File: src/shared/wdpl_pkg.sv
package wdpl_pkg;

    ////////////////////////////////////////////////////////////////////////
    // Register offsets and reset values
    localparam logic [7:0] ADDR_ACTIVATE = 8'h30;
    localparam logic [7:0] ADDR_CTRL_MODE = 8'hf5;
    localparam logic [7:0] ADDR_COUNTER = 8'hf6;
    localparam logic [7:0] ADDR_CTRL_STAT = 8'hf7;
    localparam logic [7:0] RST_ACTIVATE = 8'h00;
    localparam logic [7:0] RST_CTRL_MODE = 8'h00;
    localparam logic [7:0] RST_COUNTER = 8'h00;
    localparam logic [7:0] RST_CTRL_STAT = 8'h00;

    ////////////////////////////////////////////////////////////////////////
    // Field positions
    localparam int ACT_BIT = 0;
    localparam int LED_MODE_LSB = 6;
    localparam int FAST_BIT = 4;
    localparam int MINUTE_BIT = 3;
    localparam int KBC_EV_BIT = 2;
    localparam int KEYBOARD_RESET_OUT_N_EN_BIT = 1;
    localparam int MOUSE_RLD_BIT = 7;
    localparam int KBD_RLD_BIT = 6;
    localparam int TRIG_BIT = 5;
    localparam int STATUS_BIT = 4;
    localparam int IRQ_SEL_LSB = 0;

    ////////////////////////////////////////////////////////////////////////
    // Timing
    localparam int CLK_PERIOD_PS = 8000;
    localparam int MS_PS = 1000000000;
    localparam int MS_CYCLES = MS_PS / CLK_PERIOD_PS;
    localparam int MS_PER_S = 1000;
    localparam int S_PER_MIN = 60;
    localparam int MS_PER_FAST_MIN = 60;
    localparam int MS_PER_LED_HALF = 500;
    localparam int HALVES_PER_Q25_TOGGLE = 4;
    localparam int KEYBOARD_RESET_OUT_N_PULSE_PS = 64000;
    localparam int KEYBOARD_RESET_OUT_N_PULSE_CYC =
        (KEYBOARD_RESET_OUT_N_PULSE_PS + CLK_PERIOD_PS - 1) / CLK_PERIOD_PS;

    ////////////////////////////////////////////////////////////////////////
    // Types
    typedef enum logic [1:0] {
        LED_HIGH = 2'h0,
        LED_LOW = 2'h1,
        LED_1HZ = 2'h2,
        LED_Q25HZ = 2'h3
    } wdpl_led_mode_t;

    typedef enum logic [2:0] {
        ST_IDLE = 3'h1,
        ST_RUN = 3'h2,
        ST_EXPIRED = 3'h4
    } wdpl_state_t;

    typedef struct packed {
        logic [7:0] addr;
        logic [7:0] wdata;
        logic wr;
        logic rd;
    } wdpl_bus_req_t;

    typedef struct packed {
        wdpl_led_mode_t led_mode;
        logic fast;
        logic minute;
        logic kbc_ev_en;
        logic keyboard_reset_out_n_en;
    } wdpl_mode_t;

endpackage

File: src/logic/wdpl_tick.sv
`timescale 1ns/10ps
module wdpl_tick #(
    parameter int MS_CYCLES = wdpl_pkg::MS_CYCLES
) (
    // Clock, reset, enable
    input wire logic clk_sys_i,
    input wire logic rst_b_i,
    input wire logic ce_i,
    // Control
    input wire logic restart_i,
    input wire wdpl_pkg::wdpl_mode_t mode_i,
    // Ticks and waves
    output logic unit_tick_o,
    output logic led_1hz_o,
    output logic led_q25_o
);

    localparam int MSW = $clog2(MS_CYCLES + 1);

    logic [MSW-1:0] ms_cnt, next_ms_cnt;
    logic [9:0] ms_s, next_ms_s;
    logic [5:0] s_min, next_s_min;
    logic [5:0] ms_fm, next_ms_fm;
    logic [8:0] led_ms, next_led_ms;
    logic [1:0] led_half, next_led_half;
    logic next_led_1hz, next_led_q25;
    logic ms_tick, s_tick, min_tick, fm_tick, half_tick;

    ////////////////////////////////////////////////////////////////////////
    // Unit prescalers, restarted on load; LED waves run free
    always_comb begin
        ms_tick = ms_cnt == MSW'(MS_CYCLES - 1);
        s_tick = ms_tick && ms_s == 10'(wdpl_pkg::MS_PER_S - 1);
        min_tick = s_tick && s_min == 6'(wdpl_pkg::S_PER_MIN - 1);
        fm_tick = ms_tick && ms_fm == 6'(wdpl_pkg::MS_PER_FAST_MIN - 1);
        half_tick = ms_tick && led_ms == 9'(wdpl_pkg::MS_PER_LED_HALF - 1);
        next_ms_cnt = ms_tick ? '0 : ms_cnt + 1'b1;
        next_ms_s = ms_s;
        next_s_min = s_min;
        next_ms_fm = ms_fm;
        next_led_ms = led_ms;
        next_led_half = led_half;
        next_led_1hz = led_1hz_o;
        next_led_q25 = led_q25_o;
        if (ms_tick) begin
            next_ms_s = s_tick ? '0 : ms_s + 1'b1;
            next_ms_fm = fm_tick ? '0 : ms_fm + 1'b1;
            next_led_ms = half_tick ? '0 : led_ms + 1'b1;
        end
        if (s_tick) begin
            next_s_min = min_tick ? '0 : s_min + 1'b1;
        end
        if (half_tick) begin
            next_led_1hz = !led_1hz_o;
            next_led_half = led_half + 1'b1;
            if (led_half == 2'(wdpl_pkg::HALVES_PER_Q25_TOGGLE - 1)) begin
                next_led_q25 = !led_q25_o;
            end
        end
        if (restart_i) begin
            next_ms_cnt = '0;
            next_ms_s = '0;
            next_s_min = '0;
            next_ms_fm = '0;
        end
        case ({mode_i.fast, mode_i.minute})
            2'h0: unit_tick_o = s_tick;
            2'h1: unit_tick_o = min_tick;
            2'h2: unit_tick_o = ms_tick;
            2'h3: unit_tick_o = fm_tick;
            default: unit_tick_o = 1'b0;
        endcase
        if (restart_i) begin
            unit_tick_o = 1'b0;
        end
    end

    always_ff @(posedge clk_sys_i or negedge rst_b_i) begin
        if (!rst_b_i) begin
            ms_cnt <= '0;
            ms_s <= '0;
            s_min <= '0;
            ms_fm <= '0;
            led_ms <= '0;
            led_half <= '0;
            led_1hz_o <= 1'b0;
            led_q25_o <= 1'b0;
        end else if (ce_i) begin
            ms_cnt <= next_ms_cnt;
            ms_s <= next_ms_s;
            s_min <= next_s_min;
            ms_fm <= next_ms_fm;
            led_ms <= next_led_ms;
            led_half <= next_led_half;
            led_1hz_o <= next_led_1hz;
            led_q25_o <= next_led_q25;
        end
    end
endmodule

File: src/logic/wdpl_top.sv
// Notes on behaviour
// - Activate bit low keeps timeout and LED inactive
// - LED mode: high, low, 1 Hz, 0.25 Hz
// - Fast bit divides time unit by thousand
// - Unit bit picks seconds or minutes
// - Enabled keyboard-controller reset rising edge forces timeout
// - Enabled: timeout pulses keyboard reset low
// - Non-zero counter write loads and starts counting
// - Enabled mouse/keyboard interrupts reload last non-zero value
// - Counter read returns live count
// - Zero disables timeout; N expires after N units
// - Status sets on timeout; software writes zero
// - Trigger bit forces timeout, self-clearing
`timescale 1ns/10ps
module wdpl_top #(
    parameter int MS_CYCLES = wdpl_pkg::MS_CYCLES
) (
    // Clock, reset, enable
    input wire logic clk_sys_i,
    input wire logic rst_b_i,
    input wire logic ce_i,
    // Register port
    input wire wdpl_pkg::wdpl_bus_req_t bus_i,
    output logic [7:0] rdata_o,
    // Event inputs
    input wire logic kbd_irq_i,
    input wire logic mouse_irq_i,
    input wire logic kbc_reset_port_bit_i,
    // Outputs
    output logic watchdog_timeout_out_n_o,
    output logic keyboard_reset_out_n_o,
    output logic power_indicator_out_o
);

    function automatic logic wr_hit(input wdpl_pkg::wdpl_bus_req_t r,
                                    input logic [7:0] a);
        return r.wr && r.addr == a;
    endfunction

    logic act, next_act;
    wdpl_pkg::wdpl_mode_t mode, next_mode;
    logic [3:0] irq_sel, next_irq_sel;
    logic mouse_rld, next_mouse_rld;
    logic kbd_rld, next_kbd_rld;
    logic [7:0] count, next_count;
    logic [7:0] reload, next_reload;
    logic status, next_status;
    wdpl_pkg::wdpl_state_t state, next_state;
    logic [3:0] kb_cnt, next_kb_cnt;
    logic prev_kbc, prev_kbd, prev_mouse;
    logic [7:0] next_rdata;
    logic next_watchdog_timeout_out_n_n, next_keyboard_reset_out_n_n, next_led;
    logic w_act, w_mode, w_cnt, w_stat;
    logic kbc_rise, kbd_rise, mouse_rise;
    logic trig, kbc_ev, reload_ev, expire, timeout_ev, restart;
    logic unit_tick, led_1hz, led_q25;

    ////////////////////////////////////////////////////////////////////////
    // Time base
    wdpl_tick #(
        .MS_CYCLES(MS_CYCLES)
    ) u_tick (
        .clk_sys_i(clk_sys_i),
        .rst_b_i(rst_b_i),
        .ce_i(ce_i),
        .restart_i(restart),
        .mode_i(mode),
        .unit_tick_o(unit_tick),
        .led_1hz_o(led_1hz),
        .led_q25_o(led_q25)
    );

    ////////////////////////////////////////////////////////////////////////
    // Registers, counter and events
    always_comb begin
        w_act = wr_hit(bus_i, wdpl_pkg::ADDR_ACTIVATE);
        w_mode = wr_hit(bus_i, wdpl_pkg::ADDR_CTRL_MODE);
        w_cnt = wr_hit(bus_i, wdpl_pkg::ADDR_COUNTER);
        w_stat = wr_hit(bus_i, wdpl_pkg::ADDR_CTRL_STAT);
        kbc_rise = kbc_reset_port_bit_i && !prev_kbc;
        kbd_rise = kbd_irq_i && !prev_kbd;
        mouse_rise = mouse_irq_i && !prev_mouse;

        next_act = act;
        next_mode = mode;
        next_irq_sel = irq_sel;
        next_mouse_rld = mouse_rld;
        next_kbd_rld = kbd_rld;
        if (w_act) begin
            next_act = bus_i.wdata[wdpl_pkg::ACT_BIT];
        end
        if (w_mode) begin
            next_mode.led_mode = wdpl_pkg::wdpl_led_mode_t'(
                bus_i.wdata[wdpl_pkg::LED_MODE_LSB +: 2]);
            next_mode.fast = bus_i.wdata[wdpl_pkg::FAST_BIT];
            next_mode.minute = bus_i.wdata[wdpl_pkg::MINUTE_BIT];
            next_mode.kbc_ev_en = bus_i.wdata[wdpl_pkg::KBC_EV_BIT];
            next_mode.keyboard_reset_out_n_en = bus_i.wdata[wdpl_pkg::KEYBOARD_RESET_OUT_N_EN_BIT];
        end
        if (w_stat) begin
            next_mouse_rld = bus_i.wdata[wdpl_pkg::MOUSE_RLD_BIT];
            next_kbd_rld = bus_i.wdata[wdpl_pkg::KBD_RLD_BIT];
            next_irq_sel = bus_i.wdata[wdpl_pkg::IRQ_SEL_LSB +: 4];
        end

        trig = act && w_stat && bus_i.wdata[wdpl_pkg::TRIG_BIT];
        kbc_ev = act && mode.kbc_ev_en && kbc_rise;
        reload_ev = act && reload != 8'h00 &&
            ((mouse_rld && mouse_rise) || (kbd_rld && kbd_rise));
        expire = 1'b0;
        restart = w_cnt || reload_ev;

        next_count = count;
        next_reload = reload;
        next_state = state;
        if (w_cnt) begin
            next_count = bus_i.wdata;
            if (bus_i.wdata != 8'h00) begin
                next_reload = bus_i.wdata;
                next_state = wdpl_pkg::ST_RUN;
            end else begin
                next_state = wdpl_pkg::ST_IDLE;
            end
        end else if (reload_ev) begin
            next_count = reload;
            next_state = wdpl_pkg::ST_RUN;
        end else begin
            case (state)
                wdpl_pkg::ST_RUN: begin
                    if (act && unit_tick) begin
                        next_count = count - 8'h01;
                        if (count == 8'h01) begin
                            expire = 1'b1;
                            next_state = wdpl_pkg::ST_EXPIRED;
                        end
                    end
                end
                wdpl_pkg::ST_IDLE, wdpl_pkg::ST_EXPIRED: begin
                    next_state = state;
                end
                default: begin
                    next_state = wdpl_pkg::ST_IDLE;
                end
            endcase
        end

        timeout_ev = trig || kbc_ev || expire;
        // A timeout in the same cycle as a clear keeps the flag set
        next_status = status;
        if (w_stat && !bus_i.wdata[wdpl_pkg::STATUS_BIT]) begin
            next_status = 1'b0;
        end
        if (timeout_ev) begin
            next_status = 1'b1;
        end

        next_kb_cnt = kb_cnt;
        if (timeout_ev && mode.keyboard_reset_out_n_en) begin
            next_kb_cnt = 4'(wdpl_pkg::KEYBOARD_RESET_OUT_N_PULSE_CYC);
        end else if (kb_cnt != 4'h0) begin
            next_kb_cnt = kb_cnt - 4'h1;
        end

        next_watchdog_timeout_out_n_n = !(next_act && next_status);
        next_keyboard_reset_out_n_n = !(next_act && next_kb_cnt != 4'h0);
        case (next_mode.led_mode)
            wdpl_pkg::LED_HIGH: next_led = 1'b1;
            wdpl_pkg::LED_LOW: next_led = 1'b0;
            wdpl_pkg::LED_1HZ: next_led = led_1hz;
            wdpl_pkg::LED_Q25HZ: next_led = led_q25;
            default: next_led = 1'b0;
        endcase
        if (!next_act) begin
            next_led = 1'b0;
        end

        next_rdata = 8'h00;
        if (bus_i.rd) begin
            case (bus_i.addr)
                wdpl_pkg::ADDR_ACTIVATE: next_rdata = {7'h00, act};
                wdpl_pkg::ADDR_CTRL_MODE: next_rdata = {mode.led_mode, 1'b0,
                    mode.fast, mode.minute, mode.kbc_ev_en,
                    mode.keyboard_reset_out_n_en, 1'b0};
                wdpl_pkg::ADDR_COUNTER: next_rdata = count;
                wdpl_pkg::ADDR_CTRL_STAT: next_rdata = {mouse_rld, kbd_rld,
                    1'b0, status, irq_sel};
                default: next_rdata = 8'h00;
            endcase
        end
    end

    always_ff @(posedge clk_sys_i or negedge rst_b_i) begin
        if (!rst_b_i) begin
            act <= wdpl_pkg::RST_ACTIVATE[wdpl_pkg::ACT_BIT];
            mode <= '0;
            irq_sel <= wdpl_pkg::RST_CTRL_STAT[3:0];
            mouse_rld <= 1'b0;
            kbd_rld <= 1'b0;
            count <= wdpl_pkg::RST_COUNTER;
            reload <= wdpl_pkg::RST_COUNTER;
            status <= 1'b0;
            state <= wdpl_pkg::ST_IDLE;
            kb_cnt <= 4'h0;
            prev_kbc <= 1'b0;
            prev_kbd <= 1'b0;
            prev_mouse <= 1'b0;
            rdata_o <= 8'h00;
            watchdog_timeout_out_n_o <= 1'b1;
            keyboard_reset_out_n_o <= 1'b1;
            power_indicator_out_o <= 1'b0;
        end else if (ce_i) begin
            act <= next_act;
            mode <= next_mode;
            irq_sel <= next_irq_sel;
            mouse_rld <= next_mouse_rld;
            kbd_rld <= next_kbd_rld;
            count <= next_count;
            reload <= next_reload;
            status <= next_status;
            state <= next_state;
            kb_cnt <= next_kb_cnt;
            prev_kbc <= kbc_reset_port_bit_i;
            prev_kbd <= kbd_irq_i;
            prev_mouse <= mouse_irq_i;
            rdata_o <= next_rdata;
            watchdog_timeout_out_n_o <= next_watchdog_timeout_out_n_n;
            keyboard_reset_out_n_o <= next_keyboard_reset_out_n_n;
            power_indicator_out_o <= next_led;
        end
    end
endmodule

File: config.mk
export PLATFORM = sky130hd
export DESIGN_NAME = wdpl_top
export DESIGN_NICKNAME = d
export VERILOG_FILES = /design/src/shared/wdpl_pkg.sv /design/src/logic/wdpl_tick.sv /design/src/logic/wdpl_top.sv
export SDC_FILE = /design/constraint.sdc
export NUM_CORES = 1
export LEC_CHECK = 0
export BUFFER_PORTS_ARGS = -buffer_cell sky130_fd_sc_hd__buf_2
export CORE_AREA = 8 8 111 113
export CTS_CLUSTER_SIZE = 16
export DETAILED_ROUTE_END_ITERATION = 8
export DIE_AREA = 0 0 119 121
export GPL_TIMING_DRIVEN = 0
export PLACE_DENSITY = 0.72
export SLEW_MARGIN = 20
export SYNTH_ARGS = -nofsm -noshare
export SYNTH_HDL_FRONTEND = slang
export SYNTH_SLANG_ARGS = --single-unit
File: constraint.sdc
create_clock -name clk_sys_i -period 7.6 [get_ports clk_sys_i]
set_clock_uncertainty 0.2 [all_clocks]
set_input_delay 1.14 -clock clk_sys_i [delete_from_list [all_inputs] [get_ports clk_sys_i]]
set_output_delay 1.14 -clock clk_sys_i [all_outputs]
set_load 0.05 [all_outputs]
==> qor.txt <==
Status - finished, final reports clean
Crit path launch type - input port
First-pass GRT wire length - 24100 µm
1st-pass router iterations - 5
Synth cell types - 69
Minimum clock period - 3750 ps
Slew Viols, Final - 0
I/O Buffers - 34
Setup Total Neg Slack - 0 ps
PostCTS Resize Cnt - 0
Ratio of cells with drive above 1 in the final layout - 16.0%
DRT antenna net count - 0
Routed len/inst - 18.0 µm
DP HPWL - 10400 µm
Max Cap Violations - 0
Gp weighted congestion - 0.926
CP Class - in2reg
Worst-margin pin slew - 1110 ps
RSZ-0062 raised after global routing - no
Setup Viol. Count Final - 0
Clk sink count - 103
Setup slack, reg-to-reg - 4560 ps
Via Count - 4888
Synthesized cell area - 5690 µm²
Syn avg cell area - 9.62 µm²
Vias in the first global route - 4923
Yosys reg bits - 103
CTS max path bufs - 2
Post-Syn Instances - 592
Full die area - 14400 µm²
Cts bufs inserted - 9
Max Clk Rate - 0.267 GHz
Nets - 671
Leakage - 2.72 nW
Worst endpoint data arrival time - 3820 ps
Die width - 119 µm
Antenna violations before repair - 0
Final Hold Vio Count - 0
CP Max Fanout - 10
Final WL - 14100 µm
Post-route cell area - 6300 µm²
Post-synth top flop - dfrtp_1
CP endpoint kind - register
Clock-pin slew on the worst setup and hold paths - 110 ps
Worst hold path depth - 1
Total Power - 0.00122 W
Starting Density - 53.7%
Final period util - 49.4%
DRC - 0
Post-CTS setup buffers - 0
Drt initial violations - 366
Worst hold path class - reg2reg
Core area - 10600 µm²
Worst IR drop on VDD - 0.112 mV
CTS tree - yes
CTS H-tree lvls - 3
Reg2reg path depth - 7
Post-synth EDFFs - 0
Async SR Flop Fraction - 100%
Area growth, synth to finish - 10.7%
Hold Buf Count CTS - 0
Die Y - 121 µm
Syn nets - 625
Grt ovf - 0
Clk root buf - clkbuf_8
Largest net degree at the start of global routing - 57
Ys Warns - 0
Filler Cells Inserted - 914
# diodes - 0
WP data required - 7670 ps
DP Area - 6070 µm²
Gr usage total - 20.4%
Slew Limit Headroom - 25.6%
Sequential area share after synthesis - 45.3%
Worst-Skew Late Latency - 380 ps
PwrDens - 193 nW/µm²
I/O Pins - 35
Row cnt - 38
DR vias/cell - 6.24
-- power breakdown --
group / switching, W / total [W] / internal [W]
combinational: 0.000120 / 0.000205 / 0.0000853
sequential: 0.0000451 / 0.000633 / 0.000588
clock: 0.000210 / 0.000380 / 0.000170
total: 0.000375 / 0.00122 / 0.000844
-- stage by stage --
stage               instances  worst slack, ps  hold WS [ps]  util, %
floorplan                 592             4460           220        -
global placement          766             3680           245     57.0
detailed placement        767             3580           253     57.3
CTS                       783             3980           260     59.4
global route              783             3730           300     59.4
finish                    783             3850           263     59.4
-- cells in the final DEF (no fill, tap or decap), types with 10 or more instances in the layout --
cell type and count:
or3_1 10, inv_1 22, dfrtp_1 100, nand2_1 58, a21oi_1 15, nand4_1 13
o21ai_0 49, buf_2 37, xnor2_1 10, nor4_1 11, mux2_2 28, nand3_1 30
and3_1 14, nor2_1 39, nor3_1 13, clkbuf_8 10, clkbuf_1 15
-- metal layers --
| layer | wire length, µm | vias to the layer above | share of wire (%) | global-route usage, % |
|---|---|---|---|---|
| li1 | - | 2294 | - | - |
| met1 | 6320 | 2396 | 45 | 27.9 |
| met2 | 6480 | 172 | 46 | 31.0 |
| met3 | 980 | 26 | 7.0 | 4.93 |
| met4 | 277 | 0 | 2.0 | 7.59 |
| met5 | 0 | - | 0 | 0 |
-- worst max-delay path: stages --
cell	delay, ps
buf_2	120
nand3_1	190
nor4_1	940
nor2_1	480
o2111ai_1	330
nand2_1	190
o41ai_1	420
-- sequential cells by signal, indices dropped and copies added (netlist names), 2 cells and up --
register,cells
u_tick.ms_cnt,17
u_tick.ms_s,10
u_tick.led_ms,9
count,8
rdata_o,8
reload,8
mode,6
u_tick.ms_fm,6
u_tick.s_min,6
irq_sel,4
kb_cnt,4
state,3
u_tick.led_half,2
-- Yosys cell counts (all sizes together), types with 9 or more instances --
library cell / number / area [µm²]
a21oi: 15 / 75.1
o21ai: 50 / 250
mux2: 28 / 315
xnor2: 10 / 87.6
nor3: 13 / 65.1
ha: 9 / 113
nor2b: 9 / 56.3
nand3: 30 / 150
inv: 22 / 82.6
nor4: 13 / 96.3
nand4: 13 / 81.3
and3: 14 / 87.6
dfrtp: 100 / 2500
o2bb2ai: 9 / 78.8
or3: 11 / 73.8
clkbuf: 15 / 56.3
nand2: 59 / 224
nor2: 39 / 146
-- area by class of cell --
cell class	count	area, µm²	share of cell area, %
clock buffer	10	138	2.18
inverter	22	82.6	1.31
clock inverter	6	83.8	1.33
buffer	23	98.8	1.57
sequential	103	2580	41.0
tap	140	175	2.78
multi-input combinational	444	2940	46.6
timing repair buffer	35	204	3.24
-- cells by family after synthesis --
kind of cell / count (synthesis) / synth area share (%)
buffers and inverters: 45 / 3.19
muxes: 36 / 6.94
DFF: 103 / 45.3
AOI/OAI and AO/OA: 136 / 16.4
and+or+nand+nor: 245 / 23.4
adders and majority gates: 9 / 1.98
xor gates and xnor gates: 18 / 2.77
-- final timing paths --
path                                   from                  endpoint
hold reg to reg                    state[2]                  state[0]
hold / removal                     state[2]                  state[0]
min in group asynchronous           rst_b_i         u_tick.ms_cnt[11]
setup reg to reg           u_tick.ms_cnt[0]                  count[5]
setup / recovery                  bus_i[16]    keyboard_reset_out_n_o
max in group asynchronous           rst_b_i  watchdog_timeout_out_n_o
(Power assumes the default switching activity.)
